--- config.mk ---
export PLATFORM = sky130hd
export DESIGN_NAME = adc_serial_ready_sync
export DESIGN_NICKNAME = d
export VERILOG_FILES = /design/src/pkg/adc_port_pkg.sv /design/src/pkg/stream_if.sv /design/src/design/adc_serial_ready_sync.sv /design/src/design/result_fifo.sv
export SDC_FILE = /design/constraint.sdc
export NUM_CORES = 1
export LEC_CHECK = 0
export BUFFER_PORTS_ARGS = -buffer_cell sky130_fd_sc_hd__buf_2
export CAP_MARGIN = 20
export CORE_MARGIN = 2
export CORE_UTILIZATION = 47
export CTS_CLUSTER_SIZE = 12
export DETAILED_ROUTE_END_ITERATION = 16
export GPL_TIMING_DRIVEN = 1
export PLACE_DENSITY = 0.65
export SLEW_MARGIN = 20
export SYNTH_ARGS = -nofsm -noshare
export SYNTH_HDL_FRONTEND = slang
export SYNTH_SLANG_ARGS = --single-unit
--- constraint.sdc ---
create_clock -name i_sys_clk -period 3.45 [get_ports i_sys_clk]
set_clock_uncertainty 0.2 [all_clocks]
set_input_delay 0.1725 -clock i_sys_clk [delete_from_list [all_inputs] [get_ports i_sys_clk]]
set_output_delay 0.1725 -clock i_sys_clk [all_outputs]
set_load 0.02 [all_outputs]
--- src/pkg/adc_port_pkg.sv ---
package adc_port_pkg;
  localparam int CLK_PERIOD_NS = 20;
  localparam int CMD_BITS = 8;
  localparam int DATA_BITS = 24;
  localparam int ADDR_BITS = 6;
  localparam int CMD_READ_BIT = 6;
  localparam int CMD_ADDR_LSB = 0;
  localparam logic [5:0] ADDR_DATA = 6'h00;
  localparam int NUM_CTRL_REGS = 4;
  localparam logic [23:0] CTRL_RESET = 24'h000000;
  localparam int FIFO_DEPTH = 32;
  localparam int RDY_BLANK_NS = 100;
  localparam int RDY_BLANK_CYC = (RDY_BLANK_NS + CLK_PERIOD_NS - 1) / CLK_PERIOD_NS;
  localparam int PIN_CS = 0;
  localparam int PIN_SCLK = 1;
  localparam int PIN_DIN = 2;
  localparam int PIN_SYNC = 3;
  localparam logic [3:0] PIN_RESET = 4'hB;

  typedef enum logic [1:0] {
    ST_CMD = 2'b01,
    ST_DATA = 2'b10
  } serial_state_type;
endpackage

--- src/pkg/stream_if.sv ---
`timescale 1ns/100ps
`default_nettype none
interface stream_if #(parameter int WIDTH = 24);
  logic [WIDTH-1:0] data;
  logic valid;
  logic ready;
  modport src(output data, output valid, input ready);
  modport snk(input data, input valid, output ready);
endinterface
`default_nettype wire

--- src/design/adc_serial_ready_sync.sv ---
`timescale 1ns/100ps
`default_nettype none
module adc_serial_ready_sync
  import adc_port_pkg::*;
#(
  parameter int WIDTH = adc_port_pkg::DATA_BITS,
  parameter int DEPTH = adc_port_pkg::FIFO_DEPTH,
  parameter int NREGS = adc_port_pkg::NUM_CTRL_REGS
) (
  input wire logic i_sys_clk,
  input wire logic i_rst,
  input wire logic i_cs_n,
  input wire logic i_sclk,
  input wire logic i_din,
  input wire logic i_sync_n,
  input wire logic [WIDTH-1:0] i_conv_data,
  input wire logic i_conv_valid,
  output logic o_conv_ready,
  output logic o_dout_rdy_n,
  output logic o_filter_reset,
  output logic o_mod_reset,
  output logic [NREGS-1:1][WIDTH-1:0] o_ctrl_regs
);
  import adc_port_pkg::*;

  localparam logic [4:0] CMD_LAST = 5'(CMD_BITS - 1);
  localparam logic [4:0] DATA_LAST = 5'(WIDTH - 1);
  localparam logic [3:0] BLANK_LOAD = 4'(RDY_BLANK_CYC);

  stream_if #(.WIDTH(WIDTH)) wr_bus();
  stream_if #(.WIDTH(WIDTH)) rd_bus();

  logic [3:0] pin_meta;
  logic [3:0] pin_sync;
  logic sclk_prev;
  serial_state_type state;
  logic [4:0] bit_cnt;
  logic [WIDTH-1:0] rx_shift;
  logic [WIDTH-1:0] tx_shift;
  logic read_mode;
  logic [ADDR_BITS-1:0] addr;
  logic rdy_n;
  logic [3:0] blank_cnt;

  wire cs_active = !pin_sync[PIN_CS];
  wire sclk_rise = pin_sync[PIN_SCLK] && !sclk_prev;
  wire sclk_fall = !pin_sync[PIN_SCLK] && sclk_prev;
  wire sync_low = !pin_sync[PIN_SYNC];
  wire [WIDTH-1:0] next_rx = {rx_shift[WIDTH-2:0], pin_sync[PIN_DIN]};
  wire [ADDR_BITS-1:0] cmd_addr = next_rx[CMD_ADDR_LSB +: ADDR_BITS];
  wire cmd_read = next_rx[CMD_READ_BIT];
  wire cmd_done = cs_active && sclk_rise && (state == ST_CMD) && (bit_cnt == CMD_LAST);
  wire data_done = cs_active && sclk_rise && (state == ST_DATA) && (bit_cnt == DATA_LAST);
  wire addr_is_ctrl = (cmd_addr != ADDR_DATA) && (32'(cmd_addr) < NREGS);
  wire wr_is_ctrl = (addr != ADDR_DATA) && (32'(addr) < NREGS);
  wire [WIDTH-1:0] ctrl_word = addr_is_ctrl ? o_ctrl_regs[cmd_addr] : '0;
  wire [WIDTH-1:0] read_word = (cmd_addr == ADDR_DATA) ? rd_bus.data : ctrl_word;
  wire read_phase = cs_active && (state == ST_DATA) && read_mode;
  wire result_push = wr_bus.valid && wr_bus.ready;
  wire next_rdy_n = sync_low || (blank_cnt != 4'h0) || !rd_bus.valid;

  assign wr_bus.data = i_conv_data;
  assign wr_bus.valid = i_conv_valid && !sync_low;
  assign o_conv_ready = wr_bus.ready;
  assign rd_bus.ready = cmd_done && cmd_read && (cmd_addr == ADDR_DATA);

  result_fifo #(.WIDTH(WIDTH), .DEPTH(DEPTH)) u_fifo (
    .i_sys_clk(i_sys_clk),
    .i_rst(i_rst),
    .i_flush(sync_low),
    .wr(wr_bus),
    .rd(rd_bus)
  );

  // two-stage pin synchronisers; sclk edges come from the second stage
  always_ff @(posedge i_sys_clk) begin
    if (i_rst) begin
      pin_meta <= PIN_RESET;
      pin_sync <= PIN_RESET;
      sclk_prev <= 1'b1;
    end else begin
      pin_meta <= {i_sync_n, i_din, i_sclk, i_cs_n};
      pin_sync <= pin_meta;
      sclk_prev <= pin_sync[PIN_SCLK];
    end
  end

  always_ff @(posedge i_sys_clk) begin
    if (i_rst) begin
      o_filter_reset <= 1'b1;
      o_mod_reset <= 1'b1;
    end else begin
      o_filter_reset <= sync_low;
      o_mod_reset <= sync_low;
    end
  end

  // short blanking of ready when a new result lands on an unread one
  always_ff @(posedge i_sys_clk) begin
    if (i_rst) begin
      blank_cnt <= 4'h0;
      rdy_n <= 1'b1;
    end else begin
      if (result_push && rd_bus.valid) begin
        blank_cnt <= BLANK_LOAD;
      end else if (blank_cnt != 4'h0) begin
        blank_cnt <= blank_cnt - 4'h1;
      end
      rdy_n <= next_rdy_n;
    end
  end

  // framing runs from select and sclk only, never from sync
  always_ff @(posedge i_sys_clk) begin
    if (i_rst || !cs_active) begin
      state <= ST_CMD;
      bit_cnt <= 5'h00;
      read_mode <= 1'b0;
    end else if (sclk_rise) begin
      unique case (state)
        ST_CMD: begin
          if (bit_cnt == CMD_LAST) begin
            state <= ST_DATA;
            bit_cnt <= 5'h00;
            read_mode <= cmd_read;
          end else begin
            bit_cnt <= bit_cnt + 5'h01;
          end
        end
        ST_DATA: begin
          if (bit_cnt == DATA_LAST) begin
            state <= ST_CMD;
            bit_cnt <= 5'h00;
          end else begin
            bit_cnt <= bit_cnt + 5'h01;
          end
        end
      endcase
    end
  end

  always_ff @(posedge i_sys_clk) begin
    if (i_rst) begin
      rx_shift <= '0;
      addr <= '0;
    end else if (cs_active && sclk_rise) begin
      rx_shift <= next_rx;
      if (cmd_done) begin
        addr <= cmd_addr;
      end
    end
  end

  always_ff @(posedge i_sys_clk) begin
    if (i_rst) begin
      o_ctrl_regs <= {(NREGS - 1){CTRL_RESET}};
    end else if (data_done && !read_mode && wr_is_ctrl) begin
      o_ctrl_regs[addr] <= next_rx;
    end
  end

  always_ff @(posedge i_sys_clk) begin
    if (i_rst) begin
      tx_shift <= '0;
    end else if (cmd_done) begin
      tx_shift <= read_word;
    end else if (read_phase && sclk_fall) begin
      tx_shift <= {tx_shift[WIDTH-2:0], 1'b0};
    end
  end

  // pin shows read data during a read phase, ready otherwise
  always_ff @(posedge i_sys_clk) begin
    if (i_rst) begin
      o_dout_rdy_n <= 1'b1;
    end else if (read_phase) begin
      if (sclk_fall) begin
        o_dout_rdy_n <= tx_shift[WIDTH-1];
      end
    end else begin
      o_dout_rdy_n <= rdy_n;
    end
  end
endmodule
`default_nettype wire

--- src/design/result_fifo.sv ---
`timescale 1ns/100ps
`default_nettype none
module result_fifo #(
  parameter int WIDTH = 24,
  parameter int DEPTH = 32
) (
  input wire logic i_sys_clk,
  input wire logic i_rst,
  input wire logic i_flush,
  stream_if.snk wr,
  stream_if.src rd
);
  localparam int AW = $clog2(DEPTH);
  localparam logic [AW:0] DEPTH_CNT = (AW + 1)'(DEPTH);

  logic [WIDTH-1:0] mem [DEPTH];
  logic [AW-1:0] wr_ptr;
  logic [AW-1:0] rd_ptr;
  logic [AW:0] count;
  logic has_room;

  wire push = wr.valid && has_room;
  wire pop = rd.ready && rd.valid;
  wire [AW:0] next_count = count + (AW + 1)'(push) - (AW + 1)'(pop);

  // room flag kept as its own register so ready leaves a flip-flop directly
  assign wr.ready = has_room;

  always_ff @(posedge i_sys_clk) begin
    if (push) begin
      mem[wr_ptr] <= wr.data;
    end
    rd.data <= mem[rd_ptr];
  end

  // read data lags pointer by a cycle, so valid drops for one cycle after a pop
  always_ff @(posedge i_sys_clk) begin
    if (i_rst || i_flush) begin
      wr_ptr <= '0;
      rd_ptr <= '0;
      count <= '0;
      has_room <= 1'b1;
      rd.valid <= 1'b0;
    end else begin
      wr_ptr <= wr_ptr + AW'(push);
      rd_ptr <= rd_ptr + AW'(pop);
      count <= next_count;
      has_room <= (next_count != DEPTH_CNT);
      rd.valid <= (count != '0) && !pop;
    end
  end
endmodule
`default_nettype wire

==> flow_summary.json <==
{
  "run_status": "finished, final reports clean",
  "fmax_mhz": 293,
  "area_growth_pct": 14.9,
  "drtPass1Iterations": 5,
  "antenna_found_initial": 2,
  "syn_inst": 2295,
  "syn-num-nets": 2341,
  "p_sw_share_pct": 20.8,
  "globalplace.congestion": 0.816,
  "ant_nets": 0,
  "ys_seq_area_share_pct": 72.8,
  "drc": 0,
  "grt_pass1_wl_mm": 127,
  "vdd_ir_drop_max_v": 0.000375,
  "ctsHtreeMaxLevel": 3,
  "tightest_slew_ns": 0.813,
  "viasPerCell": 5.75,
  "initial_core_util_pct": 47.6,
  "p_int_mw": 18.5,
  "max_slew_margin_pct": 45.7,
  "cp_max_fo": 2,
  "numCtsBuffers": 99,
  "final_common_cell": "edfxtp_1",
  "io_buffers": 106,
  "finalCriticalPeriod_ns": 3.41,
  "fp.dieArea_sq_um": 80800,
  "die_w_um": 284,
  "drive_gt1_share_pct": 20.0,
  "cts_setup_buffers": 0,
  "grt_overflow": 0,
  "power.leakage_nw": 13.4,
  "cts_max_path_buffers": 3,
  "fin_nets": 2534,
  "p_clk_share_pct": 41.1,
  "num-fill-cells": 6200,
  "synth_cell_types": 54,
  "root_buffer": "clkbuf_16",
  "hpwl_mm": 51.4,
  "power_density_nw_per_um2": 551,
  "routedWlPerCell_um": 23.1,
  "num_vias": 20700,
  "crit_arrival_ns": 3.72,
  "finalSetupViolCount": 0,
  "period_share_pct": 98.8,
  "yosys_warnings": 0,
  "num_rows": 102,
  "final_cell_mix": "edfxtp_1, mux2i_1, nand2_1, dfxtp_1, a21oi_1",
  "gr-usage-all-layers_pct": 20.5,
  "rsz0062_at_grt": "true",
  "critPathKind": "register to register",
  "clk_pin_slew_worst_paths_ns": 0.05,
  "synth_seq_cells": 959,
  "routed_wl_mm": 83.3,
  "finalSetupTns_ns": 0,
  "tritoncts": "yes",
  "grt_pass1_vias": 20700,
  "grt_max_degree": 121,
  "synth-main-ff-cell": "edfxtp_1",
  "cts_sinks": 959,
  "endpoint_kind": "register",
  "hp-class": "register to register",
  "cp.required_ns": 3.76,
  "core_area_sq_um": 77600,
  "p_seq_share_pct": 54.7,
  "drv_cap": 0,
  "drv_slew": 0,
  "power_frac_comb_pct": 4.2,
  "synth_area_sq_um": 36900,
  "die_y_um": 284,
  "power.switching_mw": 4.85,
  "ios": 107,
  "drt-initial-drc-count": 1913,
  "clkLatencyLatePin_ns": 0.65,
  "post-route-util_pct": 54.7,
  "avgSynthCellArea_sq_um": 16.1,
  "synthArstFlopShare_pct": 0,
  "hold_violations": 0,
  "synth-edff-count": 768,
  "cp-start-kind": "register"
}
-- path summary, 6_finish.rpt --
| check | start | to | slack [ns] | cells past startpoint |
|---|---|---|---|---|
| worst max-delay path | rx_shift[3] | u_fifo.wr.ready | 0.04 | 14 |
| worst min-delay path | pin_meta[3] | pin_sync[3] | 0.21 | 1 |
| worst max register to register | rx_shift[3] | u_fifo.wr.ready | 0.04 | 14 |
| worst min register to register | pin_meta[3] | pin_sync[3] | 0.21 | 1 |
-- registers in the layout, indices dropped and copies added (netlist names), 2 cells and up --
register	cells
pin_meta	4
o_ctrl_regs	72
u_fifo.mem	768
rx_shift	23
u_fifo.wr_ptr	5
addr	6
tx_shift	24
pin_sync	4
bit_cnt	5
u_fifo.count	6
u_fifo.rd_ptr	5
u_fifo.rd.data	24
blank_cnt	4
state	2
-- per-layer routing --
layer	track usage (%)	share of wire (%)	vias up
met4	4.83	1.7	0
met5	0	0	-
met2	33.5	48	760
li1	-	-	9250
met1	29.2	43	10600
met3	2.92	6.6	100
-- Yosys cell counts (all sizes together), types with 2 or more instances --
cell type,count,area [sq um]
a211oi,3,22.5
a21oi,161,806
a22o,23,201
a22oi,117,878
and2,6,37.5
and3,3,18.8
and4,2,17.5
and4bb,2,25.0
buf,58,315
clkbuf,83,312
dfxtp,191,3820
edfxtp,768,23100
ha,14,175
inv,14,52.6
mux2,25,282
mux2i,219,2190
mux4,97,2180
nand2,195,732
nand2b,4,25.0
nand3,56,280
nand3b,8,60.1
nand4,27,169
nor2,83,314
nor2b,59,369
nor3,5,30.0
nor3b,3,27.5
o21ai,4,20.0
o22ai,23,144
or2,8,50.1
or3,4,25.0
or3b,4,35.0
xnor2,6,52.6
xor2,7,61.3
-- cell families (layout without fill, tap and decap cells) --
| group | Yosys count | count (layout) | share of synthesized area [%] |
|---|---|---|---|
| xor+xnor | 13 | 13 | 0.308 |
| mux | 341 | 341 | 12.6 |
| other cells | 0 | 2 | 0 |
| fa+ha+maj | 15 | 15 | 0.528 |
| simple gates | 477 | 477 | 6.23 |
| compound gates | 335 | 335 | 5.69 |
| buf+inv | 155 | 417 | 1.84 |
| flops | 959 | 959 | 72.8 |
-- power by group through the flow --
stage                     clock (mW)  combinational [mW]  sequential, mW
final                           9.60               0.980            12.8
after global routing            10.3                1.09            12.8
after CTS                       9.80               0.985            12.8
after detailed placement           0               0.945            13.0
after global placement             0               0.892            13.0
after floorplan                    0               0.537            13.0
-- area by class of cell --
cell class	instances	area, sq um	area share, %
antenna	2	5.00	0.0118
clock buffer	128	2690	6.34
clock inverter	42	224	0.528
inverter	14	52.6	0.124
multi-input combinational	1181	9520	22.4
sequential	959	26900	63.4
tap	1040	1300	3.07
timing repair buffer	233	1750	4.12
-- critical path: stages, from the launching register on --
cell and delay (ns):
dfxtp_2 0.32, or4_4 0.55, nor3_4 0.15, nand3_1 0.11, nor2_2 0.12, ha_1 0.25
inv_1 0.07, ha_2 0.17, inv_1 0.05, fa_2 0.37, inv_1 0.07, a21oi_1 0.06
o21ai_1 0.16, xnor2_1 0.15, or4b_4 0.47
-- timing repair --
action,in CTS,in global routing
endpoints found under the hold margin,795,0
resized for setup,2,2
hold buffers,34,0
endpoints found under the setup margin,1,1
pin swaps,3,0
-- through the flow --
| stage | cell area (sq um) | worst slack, ns | hold slack (ns) | total power [mW] | instances |
|---|---|---|---|---|---|
| after floorplan | 37000 | 0.0147 | 0.0714 | 13.5 | 2295 |
| after global placement | 39200 | -0.0213 | 0.172 | 13.9 | 3393 |
| after detailed placement | 39200 | -0.0556 | 0.170 | 14.0 | 3393 |
| after CTS | 42400 | 0.0173 | 0.213 | 23.6 | 3597 |
| after global routing | 42400 | -0.150 | 0.249 | 24.2 | 3597 |
| final | 42400 | 0.0398 | 0.212 | 23.4 | 3599 |
Note: power is estimated with default switching activity, not from simulation.
